### src/sfc_pkg.sv
package sfc_pkg;
    // register offsets (byte addresses, one aligned word each)
    localparam logic [3:0] OFF_BAUD_OR_ALTSTAT = 4'h0;
    localparam logic [3:0] OFF_SPARE_OR_ALTCTL = 4'h4;
    localparam logic [3:0] OFF_FRAME_OR_ALTCTL2 = 4'h8;
    localparam logic [3:0] OFF_SECOND_STATUS  = 4'hC;
    // frame_control_one fields
    localparam int FC_LOOP   = 7;
    localparam int FC_WAIT   = 6;
    localparam int FC_SRC    = 5;
    localparam int FC_LEN9   = 4;
    localparam int FC_WAKE   = 3;
    localparam int FC_IDLE   = 2;
    localparam int FC_PEN    = 1;
    localparam int FC_PTYPE  = 0;
    // alt_line_status fields
    localparam int AS_EDGE   = 7;
    localparam int AS_BVAL   = 2;
    localparam int AS_BERR   = 1;
    localparam int AS_BRK    = 0;
    localparam logic [7:0] AS_W1C_MASK = 8'h83;
    // alt control 1 (mask) and alt control 2 fields
    localparam int AC2_BMODE_HI = 2;
    localparam int AC2_BMODE_LO = 1;
    localparam int AC2_BRK_EN   = 0;
    // second status register fields
    localparam int SS_ALT_MAP = 7;
    localparam int SS_RX_POL  = 3;
    localparam logic [7:0] RESET_BYTE = 8'h00;
    // bit error sample points, in 1/16 bit ticks
    localparam logic [3:0] TICK_MODE1 = 4'h8;  // 9th tick
    localparam logic [3:0] TICK_MODE2 = 4'hC;  // 13th tick
    localparam logic [1:0] BMODE_OFF = 2'h0;
    localparam logic [1:0] BMODE_9   = 2'h1;
    localparam logic [1:0] BMODE_13  = 2'h2;
    localparam logic [1:0] RESP_OKAY   = 2'h0;
    localparam logic [1:0] RESP_SLVERR = 2'h2;

    typedef struct packed {
        logic       rx_pin;     // transmit pin level, read in single-wire mode
        logic       tx_bit;     // bit currently sent by transmitter
        logic       tick_stb;   // one cycle per 1/16 bit tick
        logic [3:0] tick_idx;   // tick index within the bit
        logic       tx_active;  // transmitter shifting a frame
        logic       break_det;  // break detected by receiver
        logic       wait_mode;  // system in wait mode
    } sfc_line_s;

    typedef struct packed {
        logic       rx_input;    // selected receiver input
        logic       unit_enable; // serial unit running
        logic       nine_bit;
        logic       addr_wake;
        logic       idle_after_stop;
        logic       parity_en;
        logic       parity_odd;
    } sfc_cfg_s;
endpackage

### src/sfc_sync.sv
`timescale 1ns/1ns
// three-stage synchroniser; a change counts once stages two and three agree
module sfc_sync (
    input  wire logic aclk,
    input  wire logic aresetn,
    input  wire logic din,
    output logic      dout
);
    logic [2:0] stg;

    // stage one only feeds stage two, avoiding metastable fan-out
    always_ff @(posedge aclk) begin
        if (!aresetn) begin
            stg  <= 3'h7;
            dout <= 1'b1;
        end else begin
            stg <= {stg[1:0], din};
            if (stg[1] == stg[2]) begin
                dout <= stg[2];
            end
        end
    end
endmodule

### src/sfc_top.sv
// The AXI4-Lite register port was decided locally.
`timescale 1ns/1ns
module sfc_top (
    input  wire logic              aclk,
    input  wire logic              aresetn,
    input  wire logic [3:0]        s_axi_awaddr,
    input  wire logic              s_axi_awvalid,
    output logic                   s_axi_awready,
    input  wire logic [31:0]       s_axi_wdata,
    input  wire logic [3:0]        s_axi_wstrb,
    input  wire logic              s_axi_wvalid,
    output logic                   s_axi_wready,
    output logic [1:0]             s_axi_bresp,
    output logic                   s_axi_bvalid,
    input  wire logic              s_axi_bready,
    input  wire logic [3:0]        s_axi_araddr,
    input  wire logic              s_axi_arvalid,
    output logic                   s_axi_arready,
    output logic [31:0]            s_axi_rdata,
    output logic [1:0]             s_axi_rresp,
    output logic                   s_axi_rvalid,
    input  wire logic              s_axi_rready,
    input  wire logic              rx_pin,
    input  wire sfc_pkg::sfc_line_s line,
    output sfc_pkg::sfc_cfg_s      cfg,
    output logic                   irq
);
    import sfc_pkg::*;

    typedef struct packed {
        logic        awready;
        logic        wready;
        logic        have_aw;
        logic        have_w;
        logic [3:0]  awaddr;
        logic [7:0]  wbyte;
        logic        wlane;
        logic        bvalid;
        logic [1:0]  bresp;
        logic        arready;
        logic        rvalid;
        logic [31:0] rdata;
        logic [1:0]  rresp;
        logic [7:0]  frame_ctl;
        logic [7:0]  alt_stat;
        logic [7:0]  alt_mask;
        logic [7:0]  alt_ctl2;
        logic [7:0]  second_stat;
        logic        rx_prev;
        sfc_cfg_s    cfg;
        logic        irq;
    } sfc_state_s;

    sfc_state_s st;
    sfc_state_s next_st;
    logic       rx_pin_sync;
    logic       tx_pin_sync;
    logic       rx_sel;
    logic       edge_evt;
    logic       berr_evt;
    logic       brk_evt;
    logic       bit_expect;
    logic       wr_fire;
    logic       alt_map;
    logic [1:0] bmode;
    logic [7:0] rd_byte;
    logic [7:0] w1c;

    // pin inputs from outside the clock domain are synchronised
    sfc_sync u_rx_sync (
        .aclk    (aclk),
        .aresetn (aresetn),
        .din     (rx_pin),
        .dout    (rx_pin_sync)
    );

    // single-wire mode reads the transmit pin, which the transmitter drives
    sfc_sync u_tx_sync (
        .aclk    (aclk),
        .aresetn (aresetn),
        .din     (line.rx_pin),
        .dout    (tx_pin_sync)
    );

    assign alt_map = st.second_stat[SS_ALT_MAP];
    assign bmode = st.alt_ctl2[AC2_BMODE_HI:AC2_BMODE_LO];

    // receiver source selection
    always_comb begin
        if (!st.frame_ctl[FC_LOOP]) begin
            rx_sel = rx_pin_sync;
        end else if (!st.frame_ctl[FC_SRC]) begin
            rx_sel = line.tx_bit;
        end else begin
            rx_sel = tx_pin_sync;
        end
    end

    // events: active edge, bit error at chosen tick, break
    always_comb begin
        bit_expect = line.tx_bit;
        edge_evt = st.second_stat[SS_RX_POL] ? (rx_sel && !st.rx_prev)
                                            : (!rx_sel && st.rx_prev);
        berr_evt = 1'b0;
        if (line.tx_active && line.tick_stb && rx_sel != bit_expect) begin
            case (bmode)
                BMODE_9:  berr_evt = (line.tick_idx == TICK_MODE1);
                BMODE_13: berr_evt = (line.tick_idx == TICK_MODE2);
                default:  berr_evt = 1'b0;  // off or reserved
            endcase
        end
        brk_evt = line.break_det && st.alt_ctl2[AC2_BRK_EN];
    end

    assign wr_fire = st.have_aw && st.have_w && !st.bvalid;

    // read mux follows the alternate map
    always_comb begin
        rd_byte = RESET_BYTE;
        case (s_axi_araddr)
            OFF_BAUD_OR_ALTSTAT:  rd_byte = alt_map ? (st.alt_stat & 8'h87) : RESET_BYTE;
            OFF_SPARE_OR_ALTCTL:  rd_byte = alt_map ? (st.alt_mask & 8'h83) : RESET_BYTE;
            OFF_FRAME_OR_ALTCTL2: rd_byte = alt_map ? st.alt_ctl2 : st.frame_ctl;
            OFF_SECOND_STATUS:    rd_byte = st.second_stat;
            default:              rd_byte = RESET_BYTE;
        endcase
    end

    // next state
    always_comb begin
        next_st = st;
        w1c = 8'h00;
        // write channel handshakes, either order
        next_st.awready = !st.have_aw && !st.awready;
        next_st.wready  = !st.have_w && !st.wready;
        if (st.awready && s_axi_awvalid) begin
            next_st.have_aw = 1'b1;
            next_st.awaddr  = s_axi_awaddr;
            next_st.awready = 1'b0;
        end
        if (st.wready && s_axi_wvalid) begin
            next_st.have_w = 1'b1;
            next_st.wbyte  = s_axi_wdata[7:0];
            next_st.wlane  = s_axi_wstrb[0];
            next_st.wready = 1'b0;
        end
        if (wr_fire) begin
            next_st.bvalid  = 1'b1;
            next_st.bresp   = (st.awaddr[1:0] == 2'h0) ? RESP_OKAY : RESP_SLVERR;
            next_st.have_aw = 1'b0;
            next_st.have_w  = 1'b0;
            if (st.wlane && st.awaddr[1:0] == 2'h0) begin
                case (st.awaddr)
                    OFF_BAUD_OR_ALTSTAT: begin
                        if (alt_map) begin
                            w1c = st.wbyte & AS_W1C_MASK;
                        end
                    end
                    OFF_SPARE_OR_ALTCTL: begin
                        if (alt_map) begin
                            next_st.alt_mask = st.wbyte & 8'h83;
                        end
                    end
                    OFF_FRAME_OR_ALTCTL2: begin
                        if (alt_map) begin
                            next_st.alt_ctl2 = st.wbyte & 8'hE7;
                        end else begin
                            next_st.frame_ctl = st.wbyte;
                        end
                    end
                    OFF_SECOND_STATUS: next_st.second_stat = st.wbyte;
                    default: next_st.bresp = RESP_SLVERR;
                endcase
            end
        end
        if (st.bvalid && s_axi_bready) begin
            next_st.bvalid = 1'b0;
        end
        // read channel
        next_st.arready = !st.rvalid && !st.arready;
        if (st.arready && s_axi_arvalid) begin
            next_st.arready = 1'b0;
            next_st.rvalid  = 1'b1;
            next_st.rdata   = {24'h000000, rd_byte};
            next_st.rresp   = (s_axi_araddr[1:0] == 2'h0) ? RESP_OKAY : RESP_SLVERR;
        end
        if (st.rvalid && s_axi_rready) begin
            next_st.rvalid = 1'b0;
        end
        // sticky flags: the set wins over a same-cycle clear
        next_st.alt_stat = st.alt_stat & ~w1c;
        if (edge_evt) begin
            next_st.alt_stat[AS_EDGE] = 1'b1;
        end
        if (berr_evt) begin
            next_st.alt_stat[AS_BERR] = 1'b1;
            next_st.alt_stat[AS_BVAL] = rx_sel;
        end
        if (brk_evt) begin
            next_st.alt_stat[AS_BRK] = 1'b1;
        end
        next_st.alt_stat[6:3] = 4'h0;
        next_st.rx_prev = rx_sel;
        // configuration outputs
        next_st.cfg.rx_input        = rx_sel;
        next_st.cfg.unit_enable     = !(line.wait_mode && st.frame_ctl[FC_WAIT]);
        next_st.cfg.nine_bit        = st.frame_ctl[FC_LEN9];
        next_st.cfg.addr_wake       = st.frame_ctl[FC_WAKE];
        next_st.cfg.idle_after_stop = st.frame_ctl[FC_IDLE];
        next_st.cfg.parity_en       = st.frame_ctl[FC_PEN];
        next_st.cfg.parity_odd      = st.frame_ctl[FC_PTYPE];
        // level interrupt from unmasked sticky flags
        next_st.irq = |(next_st.alt_stat & st.alt_mask & AS_W1C_MASK);
    end

    // one register stage for all state
    always_ff @(posedge aclk) begin
        if (!aresetn) begin
            st <= '0;
            st.rx_prev <= 1'b1;
            st.cfg.rx_input <= 1'b1;
            st.cfg.unit_enable <= 1'b1;
        end else begin
            st <= next_st;
        end
    end

    assign s_axi_awready = st.awready;
    assign s_axi_wready  = st.wready;
    assign s_axi_bvalid  = st.bvalid;
    assign s_axi_bresp   = st.bresp;
    assign s_axi_arready = st.arready;
    assign s_axi_rvalid  = st.rvalid;
    assign s_axi_rdata   = st.rdata;
    assign s_axi_rresp   = st.rresp;
    assign cfg           = st.cfg;
    assign irq           = st.irq;

    // checks: sticky flags; each is held until a write of one clears it,
    // and the set wins when an event meets its clear in the same cycle
    chk_edge_flag_set: assert property (@(posedge aclk) disable iff (!aresetn)
        edge_evt |=> st.alt_stat[AS_EDGE]) else $error("edge flag not set");
    chk_edge_pol: assert property (@(posedge aclk) disable iff (!aresetn)
        edge_evt |-> (st.second_stat[SS_RX_POL] ? rx_sel : !rx_sel))
        else $error("edge of wrong polarity");
    chk_flags_sticky: assert property (@(posedge aclk) disable iff (!aresetn)
        (st.alt_stat[AS_BRK] && !(wr_fire && alt_map && st.awaddr == OFF_BAUD_OR_ALTSTAT
         && st.wlane && st.wbyte[AS_BRK])) |=> st.alt_stat[AS_BRK])
        else $error("break flag lost");
    chk_edge_sticky: assert property (@(posedge aclk) disable iff (!aresetn)
        (st.alt_stat[AS_EDGE] && !(wr_fire && alt_map && st.awaddr == OFF_BAUD_OR_ALTSTAT
         && st.wlane && st.wbyte[AS_EDGE])) |=> st.alt_stat[AS_EDGE])
        else $error("edge flag lost");
    chk_berr_sticky: assert property (@(posedge aclk) disable iff (!aresetn)
        (st.alt_stat[AS_BERR] && !(wr_fire && alt_map && st.awaddr == OFF_BAUD_OR_ALTSTAT
         && st.wlane && st.wbyte[AS_BERR])) |=> st.alt_stat[AS_BERR])
        else $error("bit error flag lost");
    // a write of one clears the flag when no new event arrives with it
    chk_flag_clear: assert property (@(posedge aclk) disable iff (!aresetn)
        (wr_fire && alt_map && st.awaddr == OFF_BAUD_OR_ALTSTAT && st.wlane
         && st.wbyte[AS_BRK] && !brk_evt) |=> !st.alt_stat[AS_BRK])
        else $error("break flag not cleared");
    // checks: bit error and break detection
    chk_berr_value: assert property (@(posedge aclk) disable iff (!aresetn)
        berr_evt |=> (st.alt_stat[AS_BERR] && st.alt_stat[AS_BVAL] == $past(rx_sel)))
        else $error("bit error value wrong");
    chk_berr_gate: assert property (@(posedge aclk) disable iff (!aresetn)
        berr_evt |-> (line.tx_active && line.tick_stb && rx_sel != line.tx_bit))
        else $error("bit error without mismatch");
    chk_berr_off: assert property (@(posedge aclk) disable iff (!aresetn)
        (bmode == BMODE_OFF || bmode == 2'h3) |-> !berr_evt)
        else $error("bit error in off mode");
    chk_berr_tick: assert property (@(posedge aclk) disable iff (!aresetn)
        (berr_evt && bmode == BMODE_9) |-> line.tick_idx == TICK_MODE1)
        else $error("bit error off the ninth tick");
    chk_berr_late: assert property (@(posedge aclk) disable iff (!aresetn)
        (berr_evt && bmode == BMODE_13) |-> line.tick_idx == TICK_MODE2)
        else $error("bit error off the thirteenth tick");
    chk_brk_gate: assert property (@(posedge aclk) disable iff (!aresetn)
        brk_evt |-> st.alt_ctl2[AC2_BRK_EN]) else $error("break without enable");
    // the interrupt line is registered from the next flag values, so it changes
    // on the same edge as the flags; a change of mask takes effect one edge later
    chk_irq_level: assert property (@(posedge aclk) disable iff (!aresetn)
        1'b1 |=> st.irq == |(st.alt_stat & $past(st.alt_mask) & AS_W1C_MASK))
        else $error("interrupt level wrong");
    // checks: receiver source; pin sources carry the synchroniser delay,
    // the internal loop path carries none
    chk_loop_source: assert property (@(posedge aclk) disable iff (!aresetn)
        (st.frame_ctl[FC_LOOP] && !st.frame_ctl[FC_SRC]) |-> rx_sel == line.tx_bit)
        else $error("loop source wrong");
    chk_normal_source: assert property (@(posedge aclk) disable iff (!aresetn)
        !st.frame_ctl[FC_LOOP] |-> rx_sel == rx_pin_sync)
        else $error("normal source wrong");
    chk_wire_source: assert property (@(posedge aclk) disable iff (!aresetn)
        (st.frame_ctl[FC_LOOP] && st.frame_ctl[FC_SRC]) |-> rx_sel == tx_pin_sync)
        else $error("single wire source wrong");
    // checks: register map and configuration outputs
    chk_unused_zero: assert property (@(posedge aclk) disable iff (!aresetn)
        st.alt_stat[6:3] == 4'h0) else $error("reserved bits set");
    chk_wait_stop: assert property (@(posedge aclk) disable iff (!aresetn)
        (line.wait_mode && st.frame_ctl[FC_WAIT]) |=> !cfg.unit_enable)
        else $error("unit runs in wait");
    chk_wait_run: assert property (@(posedge aclk) disable iff (!aresetn)
        !(line.wait_mode && st.frame_ctl[FC_WAIT]) |=> cfg.unit_enable)
        else $error("unit stopped outside wait");
    chk_map_frame: assert property (@(posedge aclk) disable iff (!aresetn)
        (wr_fire && alt_map) |=> $stable(st.frame_ctl))
        else $error("frame ctl written under alt map");
    chk_map_status: assert property (@(posedge aclk) disable iff (!aresetn)
        (wr_fire && !alt_map) |-> w1c == 8'h00)
        else $error("status cleared under normal map");
    chk_map_alt: assert property (@(posedge aclk) disable iff (!aresetn)
        (wr_fire && !alt_map) |=> ($stable(st.alt_mask) && $stable(st.alt_ctl2)))
        else $error("alt control written under normal map");
    chk_format_cfg: assert property (@(posedge aclk) disable iff (!aresetn)
        1'b1 |=> (cfg.nine_bit == $past(st.frame_ctl[FC_LEN9])
                  && cfg.addr_wake == $past(st.frame_ctl[FC_WAKE])
                  && cfg.idle_after_stop == $past(st.frame_ctl[FC_IDLE])))
        else $error("frame format output wrong");
    chk_parity_cfg: assert property (@(posedge aclk) disable iff (!aresetn)
        1'b1 |=> (cfg.parity_en == $past(st.frame_ctl[FC_PEN])
                  && cfg.parity_odd == $past(st.frame_ctl[FC_PTYPE])))
        else $error("parity output wrong");
endmodule

### config.mk
export PLATFORM = sky130hd
export DESIGN_NAME = sfc_top
export DESIGN_NICKNAME = d
export VERILOG_FILES = /design/src/sfc_pkg.sv /design/src/sfc_sync.sv /design/src/sfc_top.sv
export SDC_FILE = /design/constraint.sdc
export NUM_CORES = 1
export LEC_CHECK = 0
export BUFFER_PORTS_ARGS = -buffer_cell sky130_fd_sc_hd__buf_2
export CORE_MARGIN = 1.5
export CORE_UTILIZATION = 40
export CTS_BUF_LIST = sky130_fd_sc_hd__clkbuf_2
export CTS_CLUSTER_SIZE = 40
export DETAILED_ROUTE_END_ITERATION = 6
export GPL_TIMING_DRIVEN = 0
export PLACE_DENSITY = 0.66
export SLEW_MARGIN = 5
export SYNTH_ARGS = -nofsm -noshare
export SYNTH_HDL_FRONTEND = slang
export SYNTH_SLANG_ARGS = --single-unit
### constraint.sdc
create_clock -name aclk -period 2.05 [get_ports aclk]
set_input_delay 0.41 -clock aclk [delete_from_list [all_inputs] [get_ports aclk]]
set_output_delay 0.41 -clock aclk [all_outputs]
set_load 0.1 [all_outputs]
==> results of run 1 <==
==> timing repair <==
item	4_1_cts	5_1_grt
hold buffers	0	1
hold endpoints to repair	0	1
setup endpoints to repair	0	1
==> cells by family after synthesis <==
family / synth area share
XOR/XNOR: 0.00776
other: 0.00111
adder cells (fa/ha/maj): 0.00369
flip-flops: 0.443
AND/OR/NAND/NOR: 0.219
AO/OA/AOI/OAI: 0.111
buffers and inverters: 0.123
multiplexers: 0.0912
==> final cells by class <==
class	count	area, um^2	share of cell area
inverters	4	15.0	0.00371
clock buffers	9	45.0	0.0111
plain buffers	61	400	0.0990
well taps	105	131	0.0325
multi-input cells	248	1570	0.387
flip-flops and latches	75	1500	0.371
clock inverters	6	105	0.0260
repair buffers	55	280	0.0693
==> metrics by stage <==
stage | setup WS (ns) | hold slack (ns) | instance area, um^2 | util | total power [mW]
final | 0.157 | 0.0531 | 4050 | 0.492 | 3.09
after CTS | 0.0528 | 0.00441 | 4040 | 0.491 | 3.12
after global placement | 0.170 | 0.388 | 3880 | 0.473 | 2.11
after detailed placement | 0.0876 | 0.397 | 3880 | 0.473 | 2.12
after floorplan | 0.159 | 0.378 | 3480 | - | 2.03
after global routing | 0.0429 | 0.00998 | 4050 | 0.492 | 3.22
==> layout by cell type, fill, tap and decap left out, drive strengths merged, types with 2 or more instances in the layout <==
cell	instances
buf	103
dfxtp	75
nand2	42
conb	26
mux2i	26
nor2b	23
clkbuf	21
a21boi	20
nor2	18
nand3	17
and2	11
nor3b	9
nand2b	7
o21ai	6
a221oi	5
inv	4
a21oi	4
mux2	4
nand3b	3
xor2	3
bufinv	3
nor4b	3
o21a	2
a31oi	2
o211ai	2
o22ai	2
a211oi	2
clkinv	2
==> power groups by stage <==
| stage | sequential (mW) | clock [mW] | combinational [mW] |
|---|---|---|---|
| finish | 1.53 | 1.00 | 0.563 |
| global route | 1.53 | 1.09 | 0.597 |
| CTS | 1.53 | 1.03 | 0.562 |
| detailed placement | 1.56 | 0 | 0.561 |
| global placement | 1.56 | 0 | 0.558 |
| floorplan | 1.60 | 0 | 0.430 |
==> state kept, by name, indices dropped and copies added (netlist names), 2 cells and up <==
name and count:
st 36, s_axi_rdata 8, cfg 7, next_st 5, u_rx_sync.stg 3, u_tx_sync.stg 3
bmode 2
==> worst paths after layout <==
path | startpoint | end | slack, ns | cells after the start
setup / recovery | s_axi_awready | s_axi_awready | 0.16 | 1
hold / removal | line[9] | u_tx_sync.stg[0] | 0.05 | 2
setup reg to reg | bmode[0] | st[35] | 0.17 | 7
hold reg to reg | u_tx_sync.stg[0] | u_tx_sync.stg[1] | 0.43 | 1
==> routing by layer <==
metal | track usage | vias up
met4 | 0.0597 | 0
met5 | 0 | -
met1 | 0.219 | 1186
li1 | - | 1349
met2 | 0.267 | 86
met3 | 0.0526 | 12
==> impl_metrics.json, run 1 <==
{
  "hold_violations": 0,
  "drv_slew": 0,
  "sw_frac_of_total": 0.308,
  "root_buffer": "clkbuf_2",
  "p_int_mw": 2.14,
  "dr.max_layer_used": "met4",
  "period_needed_ns": 1.89,
  "grt_usage": 0.170,
  "nets": 517,
  "clk_latency_ns": 0.52,
  "skew_ns": 0.0272,
  "cts_buffer_depth": 2,
  "ys.flop_type": "dfxtp_1",
  "cts_resized": 0,
  "h-tree-depth": 3,
  "tightestPinTransition_ns": 0.555,
  "cts_sinks": 75,
  "setup_viol": 0,
  "grt_max_degree": 13,
  "critPathMaxFanout": 8,
  "dpl.cell_count": 547,
  "p_comb_frac": 0.182,
  "cp.required_ns": 1.64,
  "hold_path_class": "input pin to register",
  "seq_power_share": 0.494,
  "setup_tns_ns": 0,
  "die_h_um": 95.0,
  "syn2layout_area_growth_pct": 19.4,
  "rsz0062_at_grt": "false",
  "synthCells": 363,
  "synth_largest_area_cell": "dfxtp_1",
  "grt_pass1_wl_mm": 11.4,
  "crit_path_cell_trace": "buf_2",
  "startpoint_type": "register",
  "dp_hpwl_mm": 5.26,
  "initial_utilization": 0.412,
  "cts_buffers": 9,
  "syn_area_mm2": 0.00339,
  "slowest_delay_ns": 0.49,
  "wl_met1_mm": 3.27,
  "drc": 0,
  "cts_setup_buffers": 0,
  "place_congestion": 0.842,
  "switching_power_mw": 0.953,
  "ys_ff_latch": 75,
  "route.antenna.remaining_nets": 0,
  "cap_viol_max_count": 0,
  "wire_per_inst_um": 12.5,
  "synth_commonest_cells": "dfxtp_1 (75), buf_4 (44), nand2_1 (41)",
  "post-route-period-util": 0.924,
  "num_vias": 2633,
  "die_x_um": 95.0,
  "die-area_mm2": 0.00903,
  "n_antenna_cell": 0,
  "ys_types": 43,
  "wl_met2_mm": 3.20,
  "grt_pass1_vias": 2317,
  "yosysSeqAreaShare": 0.443,
  "critPathBufInv": 1,
  "path_clk_slew_ns": 0.19,
  "synthTopCellsByArea": "dfxtp_1 (44%), buf_4 (9.7%), mux2i_1 (7.4%), nand2_1 (4.5%), nor2b_1 (4.2%)",
  "synth.avg_cell_area_um2": 9.33,
  "drt_iter0_drc": 100,
  "wl_mm": 7.03,
  "p_per_area_mw_per_mm2": 764,
  "cp_slowest_cell": "dfxtp_1",
  "yosysMostFrequentCell": "dfxtp_1",
  "dr.pass1.iters": 4,
  "ys_warn_count": 0,
  "instances_no_fill": 563,
  "met3WireLength_um": 455,
  "yosysTopAreaCellShare": 0.443,
  "num_rows": 33,
  "ios": 111,
  "leakagePower_nw": 1.83,
  "fill_cells": 795,
  "fmax_mhz": 528,
  "status": "complete, no violations",
  "synth_edf_count": 0,
  "port_buffers": 54,
  "antenna_found_initial": 0,
  "vdd_drop_max_mv": 0.410,
  "power.share.clock": 0.324,
  "criticalPathCategory": "register to output pin",
  "cts_tree": "done",
  "cp.arrival_ns": 1.48,
  "async_flop_share": 0,
  "end_kind": "output pin",
  "grt-ovfl-total": 0,
  "path_delay_family": "flip-flops",
  "viasPerCell": 4.68,
  "maxSlewHeadroom": 0.630,
  "final_layout_size_suffix_gt1_frac": 0.277,
  "coreArea_mm2": 0.00822
}
Note: power is estimated with default switching activity, not from simulation.
==> inputs of run 2 (changes only) <==
--- a/config.mk
+++ b/config.mk
@@ -12,7 +12,7 @@
 export CTS_CLUSTER_SIZE = 40
 export DETAILED_ROUTE_END_ITERATION = 6
 export GPL_TIMING_DRIVEN = 0
-export PLACE_DENSITY = 0.66
+export PLACE_DENSITY = 0.68
 export SLEW_MARGIN = 5
 export SYNTH_ARGS = -nofsm -noshare
 export SYNTH_HDL_FRONTEND = slang
==> constraint.sdc (replaced) <==
create_clock -name aclk -period 1.6 [get_ports aclk]
set_input_delay 0.32 -clock aclk [delete_from_list [all_inputs] [get_ports aclk]]
set_output_delay 0.32 -clock aclk [all_outputs]
set_load 0.1 [all_outputs]
==> run 2 against run 1 <==
Effect of this change: setup slack worse by 0.24 ns; first-iteration DRC count is 15% higher; critical path type is now register to register; die area stayed put; largest power group unchanged; clock skew is 0.0040 ns lower; total power is 20% higher; global-route usage is 0.22 points lower; the flow now finishes with violations (setup timing); core utilization is 3.4 points higher; critical endpoint is now irq; final area is 6.9% higher; sequential power is 28% higher; largest cell class unchanged; clock power hardly changed.
==> impl_metrics.json, run 2 (synthesized netlist as in run 1, its figures left out) <==
{
  "drv_slew": 0,
  "port_buffers": 54,
  "rsz0062_at_grt": "true",
  "post-route-period-util": 1.05,
  "skew_ns": 0.0232,
  "route.antenna.remaining_nets": 0,
  "antenna_found_initial": 0,
  "grt_max_degree": 14,
  "cp.required_ns": 2.04,
  "mostFrequentLayoutCells": "dfxtp_1 (61), buf_4 (51), nand2_1 (40)",
  "p_per_area_mw_per_mm2": 861,
  "fin_ws_ns": -0.0820,
  "wire_per_inst_um": 12.4,
  "final_layout_size_suffix_gt1_frac": 0.335,
  "grt_pass1_vias": 2413,
  "num_vias": 2650,
  "drc": 0,
  "final_common_cell": "dfxtp_1",
  "h-tree-depth": 3,
  "viasPerCell": 4.65,
  "setup_viol": 3,
  "cts_buffer_depth": 2,
  "hold_path_class": "input pin to register",
  "die_x_um": 95.0,
  "cts_tree": "done",
  "grt-ovfl-total": 0,
  "fmax_mhz": 595,
  "fin_util": 0.526,
  "root_buffer": "clkbuf_2",
  "cts_buffers": 9,
  "violations": "setup timing",
  "nets": 523,
  "die-area_mm2": 0.00903,
  "ios": 111,
  "place_congestion": 0.870,
  "hold_violations": 0,
  "dr.pass1.iters": 5,
  "drt_iter0_drc": 115,
  "leakagePower_nw": 1.92,
  "initial_utilization": 0.412,
  "largest_reg_flops": 36,
  "maxSlewHeadroom": 0.648,
  "largest_register": "st",
  "post-place-ws_ns": -0.166,
  "clk_latency_ns": 0.51,
  "n_antenna_cell": 0,
  "wl_mm": 7.07,
  "vdd_drop_max_mv": 0.665,
  "cap_viol_max_count": 0,
  "startpoint_type": "register",
  "die_h_um": 95.0,
  "dp_hpwl_mm": 5.23,
  "syn2layout_area_growth_pct": 27.6,
  "critPathMaxFanout": 3,
  "status": "finished with violations",
  "tightestPinTransition_ns": 0.526,
  "fin_area_mm2": 0.00432,
  "grt_pass1_wl_mm": 11.5,
  "num_rows": 33,
  "coreArea_mm2": 0.00822,
  "grt_usage": 0.167,
  "cp.arrival_ns": 2.12,
  "postPlaceCellArea_mm2": 0.00392,
  "end_kind": "register",
  "cts_sinks": 75,
  "criticalPathCategory": "register to register",
  "path_clk_slew_ns": 0.19,
  "period_needed_ns": 1.68
}
==> run 2: cell count changes in the layout (fill, tap and decap cells not counted), sizes merged <==
| cell | previous run | this run |
|---|---|---|
| clkinv | 2 | 4 |
| bufinv | 3 | 1 |
| dlygate4sd3 | 1 | 3 |
| clkbuf | 21 | 23 |
| buf | 103 | 106 |
==> run 2: final timing paths <==
path                            slack [ns]          endpoint              from  cells after the start
worst max-delay path                 -0.08               irq          bmode[0]                      7
worst min-delay path                  0.05            st[92]    s_axi_wdata[3]                      3
worst max register to register       -0.08               irq          bmode[0]                      7
worst min register to register        0.44  u_tx_sync.stg[1]  u_tx_sync.stg[0]                      1
==> run 2: power by group <==
group	leakage [nW]	switching, mW	internal, mW
logic	1.23	0.558	0.206
registers	0.615	0.0427	1.92
clock network	0.0715	0.640	0.356
==> run 2: cell type report <==
type | instances | area (um^2)
sequential | 75 | 1530
tap | 105 | 131
fill | 786 | 3890
multi-input combinational | 248 | 1630
timing repair buffer | 61 | 488
clock inverter | 6 | 57.6
clock buffer | 10 | 50.0
inverter | 4 | 15.0
buffer | 61 | 420
==> run 2: metrics by stage <==
step           hold slack [ns]   TNS, ns  power, mW  instances
5_1_grt                0.00545    -0.465       3.89        570
3_3_place_gp             0.388    -0.296       2.71        547
2_1_floorplan            0.378  -0.00526       2.60        388
3_5_place_dp             0.396    -0.388       2.71        547
6_report                0.0461    -0.180       3.72        570
4_1_cts                 0.0216    -0.444       3.73        568
==> run 2: repair_timing <==
action	in CTS	in global routing
gates resized for setup	39	37
setup buffers	2	1
endpoints found under the setup margin	27	42
hold endpoints to repair	3	0
hold buffers	3	0
pin swaps	7	5
cloned	0	1
==> run 2: per-layer routing <==
metal,part of all wire,track usage,up-vias
met4,0.011,0.0386,0
li1,-,-,1357
met2,0.46,0.262,80
met3,0.057,0.0518,8
met1,0.47,0.226,1205
met5,0,0,-
==> run 2: critical path, cell delays in order (launching register included) <==
cell and delay (ns):
dfxtp_2 0.38, inv_2 0.04, ha_4 0.20, nor4b_2 0.23
nand3_1 0.14, a2111oi_4 0.32, o211ai_1 0.17, o211ai_1 0.14
